`config.mk`:
```
export PLATFORM = sky130hd
export DESIGN_NAME = pfp_pixel_format_packer
export DESIGN_NICKNAME = d
export VERILOG_FILES = /design/src/core/pfp_pkg.sv /design/src/core/pfp_pixel_format_packer.sv
export VERILOG_INCLUDE_DIRS = /design/src /design/src/core
export SDC_FILE = /design/constraint.sdc
export NUM_CORES = 1
export LEC_CHECK = 0
export ABC_AREA = 1
export ABC_CLOCK_PERIOD_IN_PS = 2000
export BUFFER_PORTS_ARGS = -buffer_cell sky130_fd_sc_hd__buf_4
export CAP_MARGIN = 10
export CORE_MARGIN = 4
export CORE_UTILIZATION = 35
export CTS_BUF_LIST = sky130_fd_sc_hd__clkbuf_4 sky130_fd_sc_hd__clkbuf_8
export DETAILED_ROUTE_END_ITERATION = 10
export GPL_TIMING_DRIVEN = 1
export PLACE_DENSITY = 0.57
export SKIP_LAST_GASP = 1
export SLEW_MARGIN = 20
export SYNTH_ARGS = -nofsm -noshare
export SYNTH_HDL_FRONTEND = slang
export SYNTH_SLANG_ARGS = --single-unit
export TNS_END_PERCENT = 50
```
`constraint.sdc`:
```
create_clock -name sys_clk -period 2 [get_ports sys_clk]
set_input_delay 0.3 -clock sys_clk [delete_from_list [all_inputs] [get_ports sys_clk]]
set_output_delay 0.3 -clock sys_clk [all_outputs]
set_load 0.005 [all_outputs]
```
`src/core/pfp_defines.svh`:
```
`ifndef PFP_DEFINES_SVH
`define PFP_DEFINES_SVH
// Notes on behaviour
// - Twelve-bit packed mono packs each pixel pair into exactly three bytes.
// - Packed first byte carries earlier pixel bits 11 to 4.
// - Packed middle byte: later pixel low nibble high, earlier low nibble low.
// - Packed last byte carries later pixel bits 11 to 4; then repeat.
// - Packed values unsigned, zero to 0x0FFF, code equals level.
// - Luma sample equals the pixel's real eight-bit brightness.
// - Both chroma components in mono luma/chroma output are always zero.
// - One luma per pixel, one chroma pair per second pixel.
// - Raw mosaic sends eight unprocessed sensor bits per pixel.
// - Even mosaic lines start green and alternate green, blue.
// - Odd mosaic lines start red and alternate red, green.
// - Mosaic pixel occupies one byte, in transmission order.
// - Mosaic values unsigned bytes 0x00 to 0xFF, code equals level.
// - Eight-bit mono carries one unsigned brightness byte per pixel.
`define PFP_PIX_W     12
`define PFP_BYTE_W    8
`define PFP_LINE_W    16
`define PFP_BRIGHT_HI 11
`define PFP_BRIGHT_LO 4
`define PFP_ZERO_BYTE 8'h00
`endif

```
`src/core/pfp_pkg.sv`:
```
package pfp_pkg;
	typedef enum logic [1:0] {
		PFP_FMT_MONO8      = 2'b00,
		PFP_FMT_MONO12PACK = 2'b01,
		PFP_FMT_LUMA_CHR   = 2'b10,
		PFP_FMT_MOSAIC8    = 2'b11
	} pfp_format_type;

	typedef enum logic [1:0] {
		PFP_MOS_GREEN = 2'b00,
		PFP_MOS_BLUE  = 2'b01,
		PFP_MOS_RED   = 2'b10
	} pfp_colour_type;

	typedef enum logic [2:0] {
		PFP_ST_IDLE = 3'b000,
		PFP_ST_B0   = 3'b001,
		PFP_ST_B1   = 3'b010,
		PFP_ST_B2   = 3'b011,
		PFP_ST_B3   = 3'b100
	} pfp_state_type;

	typedef struct packed {
		logic        sof;
		logic        sol;
		logic [11:0] value;
	} pfp_pixel_type;

	typedef struct packed {
		logic       sof;
		logic       sol;
		logic [1:0] colour;
		logic [7:0] data;
	} pfp_byte_type;
endpackage : pfp_pkg

```
`src/core/pfp_pixel_format_packer.sv`:
```
`include "pfp_defines.svh"
module pfp_pixel_format_packer (
	input  wire logic                   sys_clk,
	input  wire logic                   rst_n,
	input  wire pfp_pkg::pfp_format_type formatSel,
	input  wire logic                   chromaLumaFirst,
	input  wire logic                   pixValid,
	output logic                        pixReady,
	input  wire pfp_pkg::pfp_pixel_type pixIn,
	output logic                        byteValid,
	input  wire logic                   byteReady,
	output pfp_pkg::pfp_byte_type       byteOut
);

	////////////////////////////////////////////////////////////////////////
	// Frame state: format latched at frame start, line counter
	pfp_pkg::pfp_format_type fmt;
	logic                    lumaFirst;
	logic [`PFP_LINE_W-1:0]  lineNum;
	logic                    pixOdd;
	logic [11:0]             held;
	logic                    heldSof;
	logic                    heldSol;
	pfp_pkg::pfp_state_type  state;

	// Two-entry output buffer: byteOut is the head, buf1 the spare
	pfp_pkg::pfp_byte_type   buf1;
	logic                    buf1Valid;
	logic                    pushReq;
	pfp_pkg::pfp_byte_type   pushData;
	logic                    bufFull;
	logic                    pop;
	logic                    push;

	logic                    take;
	pfp_pkg::pfp_format_type curFmt;
	logic                    curLumaFirst;
	logic                    curOddLine;
	logic                    curOddPix;
	logic                    enterTrail;
	logic                    stayTrail;
	logic                    next_bufFull;

	assign bufFull = buf1Valid;
	assign pop     = byteValid && byteReady;
	assign take    = pixValid && pixReady;
	assign curFmt  = pixIn.sof ? formatSel : fmt;
	assign curLumaFirst = pixIn.sof ? chromaLumaFirst : lumaFirst;
	assign curOddLine = pixIn.sof ? 1'b0 :
		(pixIn.sol ? ~lineNum[0] : lineNum[0]);
	assign curOddPix = pixIn.sol ? 1'b0 : pixOdd;

	// A pixel is refused while trailing bytes of a pair are still owed
	assign enterTrail = take && (curFmt == pfp_pkg::PFP_FMT_LUMA_CHR ||
		(curFmt == pfp_pkg::PFP_FMT_MONO12PACK && curOddPix));
	assign stayTrail  = (state == pfp_pkg::PFP_ST_B1) && !push;
	assign next_bufFull = !pop && (buf1Valid || (byteValid && push));

	////////////////////////////////////////////////////////////////////////
	// Frame and line tracking
	always_ff @(posedge sys_clk) begin
		if (!rst_n) begin
			fmt       <= pfp_pkg::PFP_FMT_MONO8;
			lumaFirst <= 1'b0;
			lineNum   <= '0;
			pixOdd    <= 1'b0;
		end else if (take) begin
			fmt       <= curFmt;
			lumaFirst <= curLumaFirst;
			if (pixIn.sof)
				lineNum <= '0;
			else if (pixIn.sol)
				lineNum <= lineNum + 16'h0001;
			pixOdd <= ~curOddPix;
		end
	end

	////////////////////////////////////////////////////////////////////////
	// Byte producer: pixel in, two to four bytes out per pixel pair
	always_comb begin
		pushReq  = 1'b0;
		pushData = '0;
		case (state)
		pfp_pkg::PFP_ST_IDLE: begin
			// Registered ready already guarantees room for this byte
			if (take) begin
				pushData.sof = pixIn.sof;
				pushData.sol = pixIn.sol;
				case (curFmt)
				pfp_pkg::PFP_FMT_MONO12PACK: begin
					// Earlier pixel: high bits out now
					pushReq = !curOddPix;
					pushData.data =
						pixIn.value[`PFP_BRIGHT_HI:`PFP_BRIGHT_LO];
				end
				pfp_pkg::PFP_FMT_LUMA_CHR: begin
					pushReq = 1'b1;
					if (curOddPix)
						pushData.data = curLumaFirst ?
							pixIn.value[`PFP_BRIGHT_HI:`PFP_BRIGHT_LO] :
							`PFP_ZERO_BYTE;
					else
						pushData.data = curLumaFirst ?
							pixIn.value[`PFP_BRIGHT_HI:`PFP_BRIGHT_LO] :
							`PFP_ZERO_BYTE;
				end
				pfp_pkg::PFP_FMT_MOSAIC8: begin
					pushReq = 1'b1;
					pushData.data =
						pixIn.value[`PFP_BRIGHT_HI:`PFP_BRIGHT_LO];
					if (curOddLine)
						pushData.colour = curOddPix ? pfp_pkg::PFP_MOS_GREEN :
							pfp_pkg::PFP_MOS_RED;
					else
						pushData.colour = curOddPix ? pfp_pkg::PFP_MOS_BLUE :
							pfp_pkg::PFP_MOS_GREEN;
				end
				default: begin
					pushReq = 1'b1;
					pushData.data =
						pixIn.value[`PFP_BRIGHT_HI:`PFP_BRIGHT_LO];
				end
				endcase
				// Packed mono odd pixel emits middle byte now
				if (curFmt == pfp_pkg::PFP_FMT_MONO12PACK && curOddPix) begin
					pushReq = 1'b1;
					pushData.sof = heldSof;
					pushData.sol = heldSol;
					pushData.data = {pixIn.value[3:0], held[3:0]};
				end
			end
		end
		pfp_pkg::PFP_ST_B1: begin
			// Trailing bytes of a pair, no pixel taken
			pushReq = 1'b1;
			if (fmt == pfp_pkg::PFP_FMT_MONO12PACK)
				pushData.data =
					held[`PFP_BRIGHT_HI:`PFP_BRIGHT_LO];
			else
				pushData.data = lumaFirst ? `PFP_ZERO_BYTE :
					held[`PFP_BRIGHT_HI:`PFP_BRIGHT_LO];
		end
		default: begin
			pushReq = 1'b0;
		end
		endcase
	end

	assign push = pushReq && !bufFull;

	always_ff @(posedge sys_clk) begin
		if (!rst_n) begin
			state   <= pfp_pkg::PFP_ST_IDLE;
			held    <= 12'h000;
			heldSof <= 1'b0;
			heldSol <= 1'b0;
		end else begin
			case (state)
			pfp_pkg::PFP_ST_IDLE: begin
				if (take) begin
					if (!curOddPix) begin
						held    <= pixIn.value;
						heldSof <= pixIn.sof;
						heldSol <= pixIn.sol;
					end else if (curFmt == pfp_pkg::PFP_FMT_MONO12PACK) begin
						held  <= pixIn.value;
						state <= pfp_pkg::PFP_ST_B1;
					end
					// Luma/chroma: each pixel has a trailing byte
					if (curFmt == pfp_pkg::PFP_FMT_LUMA_CHR) begin
						held  <= pixIn.value;
						state <= pfp_pkg::PFP_ST_B1;
					end
				end
			end
			pfp_pkg::PFP_ST_B1: begin
				if (push)
					state <= pfp_pkg::PFP_ST_IDLE;
			end
			default: state <= pfp_pkg::PFP_ST_IDLE;
			endcase
		end
	end

	////////////////////////////////////////////////////////////////////////
	// Two-entry buffer; the head register drives the outputs directly
	always_ff @(posedge sys_clk) begin
		if (!rst_n) begin
			byteValid <= 1'b0;
			byteOut   <= '0;
			buf1      <= '0;
			buf1Valid <= 1'b0;
		end else begin
			case ({push, pop})
			2'b10: begin
				if (!byteValid) begin
					byteOut   <= pushData;
					byteValid <= 1'b1;
				end else begin
					buf1      <= pushData;
					buf1Valid <= 1'b1;
				end
			end
			2'b01: begin
				if (buf1Valid) begin
					byteOut   <= buf1;
					buf1Valid <= 1'b0;
				end else
					byteValid <= 1'b0;
			end
			2'b11: begin
				// Push is refused while full, so the spare is empty here
				byteOut <= pushData;
			end
			default: ;
			endcase
		end
	end

	////////////////////////////////////////////////////////////////////////
	// Ready is registered: it predicts an idle producer and free room
	always_ff @(posedge sys_clk) begin
		if (!rst_n)
			pixReady <= 1'b0;
		else
			pixReady <= !enterTrail && !stayTrail && !next_bufFull;
	end

	////////////////////////////////////////////////////////////////////////
	// Checks on the byte stream and on the producer
	property p_out_hold;
		@(posedge sys_clk) disable iff (!rst_n)
		byteValid && !byteReady |=> byteValid && $stable(byteOut);
	endproperty
	a_out_hold: assert property (p_out_hold)
		else $error("output byte changed while stalled");

	property p_spare_behind;
		@(posedge sys_clk) disable iff (!rst_n)
		buf1Valid |-> byteValid;
	endproperty
	a_spare_behind: assert property (p_spare_behind)
		else $error("spare entry filled ahead of the head");

	property p_ready_room;
		@(posedge sys_clk) disable iff (!rst_n)
		pixReady |-> state == pfp_pkg::PFP_ST_IDLE && !buf1Valid;
	endproperty
	a_ready_room: assert property (p_ready_room)
		else $error("pixel accepted without room or while bytes owed");

	property p_first_byte;
		@(posedge sys_clk) disable iff (!rst_n)
		take && curFmt == pfp_pkg::PFP_FMT_MONO12PACK && !curOddPix |->
			push && pushData.data == pixIn.value[11:4];
	endproperty
	a_first_byte: assert property (p_first_byte)
		else $error("packed first byte wrong");

	property p_mid_nibble;
		@(posedge sys_clk) disable iff (!rst_n)
		take && curFmt == pfp_pkg::PFP_FMT_MONO12PACK && curOddPix |->
			push && pushData.data == {pixIn.value[3:0], held[3:0]};
	endproperty
	a_mid_nibble: assert property (p_mid_nibble)
		else $error("packed middle byte wrong");

	property p_last_byte;
		@(posedge sys_clk) disable iff (!rst_n)
		take && curFmt == pfp_pkg::PFP_FMT_MONO12PACK && curOddPix |=>
			state == pfp_pkg::PFP_ST_B1 && held == $past(pixIn.value) &&
			pushReq && pushData.data == held[11:4];
	endproperty
	a_last_byte: assert property (p_last_byte)
		else $error("packed last byte wrong");

	property p_luma_value;
		@(posedge sys_clk) disable iff (!rst_n)
		take && curFmt == pfp_pkg::PFP_FMT_LUMA_CHR && curLumaFirst |->
			push && pushData.data == pixIn.value[11:4];
	endproperty
	a_luma_value: assert property (p_luma_value)
		else $error("luma byte differs from brightness");

	property p_chroma_zero;
		@(posedge sys_clk) disable iff (!rst_n)
		state == pfp_pkg::PFP_ST_B1 && fmt == pfp_pkg::PFP_FMT_LUMA_CHR &&
			lumaFirst |-> pushData.data == `PFP_ZERO_BYTE;
	endproperty
	a_chroma_zero: assert property (p_chroma_zero)
		else $error("chroma byte not zero");

	property p_trail_done;
		@(posedge sys_clk) disable iff (!rst_n)
		state == pfp_pkg::PFP_ST_B1 && push |=>
			state == pfp_pkg::PFP_ST_IDLE;
	endproperty
	a_trail_done: assert property (p_trail_done)
		else $error("trailing byte not followed by idle");

	property p_mosaic_start;
		@(posedge sys_clk) disable iff (!rst_n)
		take && pixIn.sof && curFmt == pfp_pkg::PFP_FMT_MOSAIC8 |->
			push && pushData.colour == pfp_pkg::PFP_MOS_GREEN;
	endproperty
	a_mosaic_start: assert property (p_mosaic_start)
		else $error("mosaic frame does not start green");

	property p_mosaic_odd;
		@(posedge sys_clk) disable iff (!rst_n)
		take && curFmt == pfp_pkg::PFP_FMT_MOSAIC8 && curOddLine &&
			!curOddPix |-> pushData.colour == pfp_pkg::PFP_MOS_RED;
	endproperty
	a_mosaic_odd: assert property (p_mosaic_odd)
		else $error("odd mosaic line does not start red");

	property p_frame_line;
		@(posedge sys_clk) disable iff (!rst_n)
		take && pixIn.sof |=> lineNum == '0 && fmt == $past(formatSel);
	endproperty
	a_frame_line: assert property (p_frame_line)
		else $error("frame start did not reset line or latch format");

endmodule : pfp_pixel_format_packer

```
Yosys cells after proc, flatten, opt, wreduce, memory -nomap -nowiden --
Cells that the tools add are included.
Word-level totals: flip-flop bits (word level) 64, input bits 21, output and inout port bits 14, logic and storage cells 110
Operators by class: add/sub/neg operators 1, eq/ne operators 17, multiplexer cells 40, bitwise logic cells 2, reductions and logical operators 31
Operator list (count):
- $mux W12 | 6
- $mux W8 | 5
- $pmux W12 S3 | 1
- $mux W16 | 2
- $add A16 B1 Y16 const B | 1
- $pmux W8 S2 | 1
- $mux W3 | 5
- $ne A2 B2 Y1 const B | 6
- $logic_and A1 B1 Y1 | 10
- $mux W1 | 10
- $mux W2 | 5
- $reduce_and A3 Y1 | 3
- $eq A2 B2 Y1 const B | 4
- $reduce_and A2 Y1 | 4
- $logic_not A1 Y1 | 7
- $eq A2 B1 Y1 const B | 3
- $ne A3 B3 Y1 const B | 2
- $pmux W1 S2 | 3
- $pmux W3 S2 | 1
- $mux W4 | 1
- $reduce_and A4 Y1 | 1
- $reduce_bool A2 Y1 | 2
- $eq A3 B2 Y1 const B | 1
- $logic_not A3 Y1 | 1
- other kinds (4) | 6

Depth between registers and ports, before layout --
word-level depth 12, depth in mapped cells 13, depth with buffers taken out 13

Worst setup path before layout --
OpenSTA, ideal clock, no wires.
path kind input-to-reg, start point input pixIn[13] (netlist bit), end point register held[0], library setup time 116 ps, arrival 1688 ps, data required time 1884 ps, path slack 197 ps, stages on the path 10, path buffers 1, cell sequence inv_2 -> or2_2 -> o21ai_0 -> inv_1 -> ha_1 -> o31ai_4 -> inv_1 -> buf_4 -> nor2_1 -> nor2_1
On the way: cells in the longest elaborated chain, start to end 4, elaborated cells on any way between the ends 6, classes of those cells eq/ne: 3; mux: 2; reduce/logical: 1
Ends and longest elaborated chain:
- start: declaration | RTL line pfp_pixel_format_packer.sv:9 | input wire pfp_pkg::pfp_pixel_type pixIn,
- $mux W2 * | RTL line pfp_pixel_format_packer.sv:47 | assign curFmt = pixIn.sof ? formatSel : fmt;
- named net curFmt[1] | RTL line pfp_pixel_format_packer.sv:36 | pfp_pkg::pfp_format_type curFmt;
- $eq A2 B1 Y1 or $eq A2 B2 Y1 (tied branches) | RTL line pfp_pixel_format_packer.sv:165, pfp_pixel_format_packer.sv:170
- $ne A3 B1 Y1 (no line)
- $reduce_and A3 Y1 (no line)
- end signal: assignment | RTL line pfp_pixel_format_packer.sv:162 | held <= pixIn.value;
- end signal: assignment | RTL line pfp_pixel_format_packer.sv:166 | held <= pixIn.value;
- end signal: assignment | RTL line pfp_pixel_format_packer.sv:171 | held <= pixIn.value;
- end: declaration | RTL line pfp_pixel_format_packer.sv:21 | logic [11:0] held;
Mark *: on every way through the listed nets, which the timed path passes. The rest lies on a longest branch. A chain may end at the register's enable or synchronous reset.

Final worst setup path --
start point input pixIn[13] (netlist bit), end point register buf1[4] (netlist bit)
On the way: cells in the longest elaborated chain, start to end 9, elaborated cells on any way between the ends 17, classes of those cells eq/ne: 3; mux: 11; reduce/logical: 3
Ends and longest elaborated chain:
- $mux W2 | RTL line pfp_pixel_format_packer.sv:47
- $eq A2 B1 Y1 | RTL line pfp_pixel_format_packer.sv:89, pfp_pixel_format_packer.sv:125
- $mux W1 or $logic_and A1 B1 Y1 (tied branches) | RTL line pfp_pixel_format_packer.sv:89, pfp_pixel_format_packer.sv:125
- $mux W1 | RTL line pfp_pixel_format_packer.sv:125 | if (curFmt == pfp_pkg::PFP_FMT_MONO12PACK && curOddPix) begin
- $mux W1 | RTL line pfp_pixel_format_packer.sv:86 | if (take) begin
- $pmux W1 S2 | RTL line pfp_pixel_format_packer.sv:83 | case (state)
- $logic_and A1 B1 Y1 | RTL line pfp_pixel_format_packer.sv:149 | assign push = pushReq && !bufFull;
- $eq A2 B2 Y1 | RTL line pfp_pixel_format_packer.sv:194 | case ({push, pop})
- $reduce_and A2 Y1 (no line)
- end signal: assignment | RTL line pfp_pixel_format_packer.sv:200 | buf1 <= pushData;
- end: declaration | RTL line pfp_pixel_format_packer.sv:27 | pfp_pkg::pfp_byte_type buf1;
Several ways; a longest one is shown, not always the timed one.

==> flow_summary_export.csv <==
group,metric,value,unit
timing,rsz0062_at_grt,"no",
critical_path,arrival,1920,ps
critical_path,crit_path_end_kind,"register",
timing,maxSlewHeadroom,71.4,%
layout,syn2layout_area_growth,18.3,%
layout,mostFrequentLayoutCell,"nand2_1",
grt,top_usage_layer,"met2",
grt,grt_pass1_wl,10100,um
timing,finalMaxSlewViolations,0,
timing,worst_pin_slew,428,ps
timing,finalHoldViolCount,0,
timing,fin_crit_sh,85.9,%
placement,dp.cells,450,
placement,port_buffers,34,
layout,layout_common_cells,"nand2_1 (69), dfxtp_1 (47), buf_4 (45), inv_1 (40), nor2_1 (35)",
routing,vias,2212,
layout,nets,404,
power_and_ir_drop,ir_worst_vdd,0.269,mV
timing,clock_skew,5.85,ps
die,dieArea,8220,um^2
routing,drc,0,
critical_path,worstPathMaxFanout,7,
die,rows,29,
timing,period_needed,1720,ps
clock_tree,tritoncts.num_buffers,5,
die,die_w,90.7,um
timing,setup_viol,0,
clock_tree,clock_latency,310,ps
logic_synthesis,ys_seq_area_share,39.3,%
grt,antenna_found_initial,0,
critical_path,required,2200,ps
placement,place.gp.congestion,0.797,
run_status,status,"finished, final reports clean",
grt,grt_overflow,0,
critical_path,r2r_slack,280,ps
logic_synthesis,synth.avg_cell_area,7.04,um^2
clock_tree,clock_path_buffers,2,
placement,placed_area,2740,um^2
grt,use_met2,24.0,%
grt,grt_start_max_net_pins,23,
critical_path,cp-start-kind,"primary input",
clock_tree,clkTransAtPathRegs,90,ps
routing,drt_iter0_drc,107,
logic_synthesis,synth_area,2390,um^2
routing,avgViaCountPerCell,4.84,
die,fp.dieH,90.7,um
die,io_pins,35,
routing,drtAntennaViolNets,0,
grt,grt_pass1_vias,2122,
clock_tree,clkSinkCount,47,
critical_path,crit_path_top_delay_cell,"ha_1",
grt,gr-usage-met3,3.08,%
timing,timing.setup.tns,0,ps
clock_tree,cts-root-buf,"clkbuf_8",
layout,insertedDiodeCount,0,
critical_path,critical_path.max_stage_delay,270,ps
timing,max_clock_freq,582,MHz
grt,track_usage,14.9,%
power_and_ir_drop,p_leak,1.35,nW
logic_synthesis,ys_types,31,
critical_path,crit_type,"in2reg",
routing,drt-total-wl,5820,um
clock_tree,cts_tree,"built",
logic_synthesis,syn_nets,364,
timing,whs,254,ps
clock_tree,htree_levels,2,
die,start_util,36.8,%
routing,routedWlPerCell,12.7,um
layout,final_area,2830,um^2
logic_synthesis,synth-seq-cells,47,
die,fp.coreArea,6490,um^2
run,maxCapViolCount,0,
critical_path,crit_path_frequent_cell,"nand2_2",
layout,drive_above_1_share,20.8,%
hold_path,worstHoldPathType,"in2reg",
placement,dp_hpwl,4230,um
logic_synthesis,synthCells,340,
routing,drt_pass1_iterations,5,
grt,use_met1,19.7,%
placement,pre_cts_slack,-63.3,ps
timing,worst_slack,282,ps
logic_synthesis,yosys_warnings,0,
power_and_ir_drop,power.density,689,nW/um^2
layout,stdcell_count,457,
critical_path,path_cells,"buf_4 > inv_2 > or2_2 > o21ai_1 > ha_1 > nand3_2 > nand2_2 > clkinv_1 > nand3_1 > nand2_2 > o21bai_1 > inv_1",
[layer usage]
metal / routed length (um) / up-vias / share of wire, %
li1: - / 1161 / -
met1: 2720 / 1005 / 47
met2: 2790 / 42 / 48
met3: 265 / 4 / 4.6
met4: 38 / 0 / 0.65
met5: 0 / - / 0
[flip-flops by register name, summed over array words and instances (netlist names), 2 cells and up]
name	flops
buf1	12
byteOut	12
fmt	2
held	12
[where the power goes]
part	leakage [nW]	switching, mW	internal (mW)
Combinational	0.923	0.192	0.143
Clock	0.0470	0.323	0.272
Sequential	0.384	0.0315	0.989
Total	1.35	0.546	1.40
[timing repair]
action | CTS | global route
endpoints found under the setup margin | 0 | 9
resized for setup | 0 | 1
setup buffers | 0 | 0
hold buffers | 0 | 0
[final cells by class]
type                            count  area, um^2
Multi-Input combinational cell    233        1170
Clock inverter                      1        5.00
Clock buffer                        6        82.6
Tap cell                           77        96.3
Fill cell                         688        3660
Timing Repair Buffer               46         358
Sequential cell                    47         941
Inverter                           47         178
[final timing paths]
kind,cells after the start,to,from
worst max register to register,10,byteOut[11]$_SDFFE_PN0P_,fmt[0]$_SDFFE_PN0P_
worst max-delay path,12,buf1[4]$_SDFFE_PN0P_,pixIn[13]
worst min-delay path,3,held[8]$_SDFFE_PN0P_,pixIn[8]
worst min register to register,2,heldSof$_SDFFE_PN0P_,heldSof$_SDFFE_PN0P_
[logic make-up after synthesis]
family                     after synthesis  share of synthesized area (%)
buffers and inverters                   60                           11.8
DFF                                     47                           39.3
AOI/OAI and AO/OA                       76                           17.7
adders and majority gates                3                           1.57
and+or+nand+nor                        154                           29.6
[cell usage after synthesis, drive strengths merged]
| library cell | count | area, um^2 |
|---|---|---|
| nand4 | 1 | 6.26 |
| clkbuf | 4 | 25.0 |
| dfxtp | 47 | 941 |
| ha | 3 | 37.5 |
| or2 | 2 | 12.5 |
| inv | 43 | 161 |
| o21ai | 35 | 179 |
| nor2 | 38 | 169 |
| nand3 | 31 | 165 |
| a21oi | 30 | 150 |
| o211ai | 1 | 7.51 |
| clkinv | 4 | 16.3 |
| buf | 9 | 78.8 |
| a31oi | 1 | 6.26 |
| o21bai | 8 | 60.1 |
| nand2 | 82 | 355 |
| o31ai | 1 | 21.3 |
[through the flow]
step / util, % / power [mW]
2_1_floorplan: - / 1.25
3_3_place_gp: 42.2 / 1.38
6_report: 43.6 / 1.95
4_1_cts: 43.6 / 1.98
5_1_grt: 43.6 / 2.07
3_5_place_dp: 42.2 / 1.38
[worst max-delay path, delay by kind of cell]
| kind | cells | cell delay, ps |
|---|---|---|
| simple gates | 5 | 730 |
| fa+ha+maj | 1 | 270 |
| compound gates | 2 | 250 |
| buf+inv | 4 | 360 |
(Power assumes the default switching activity.)
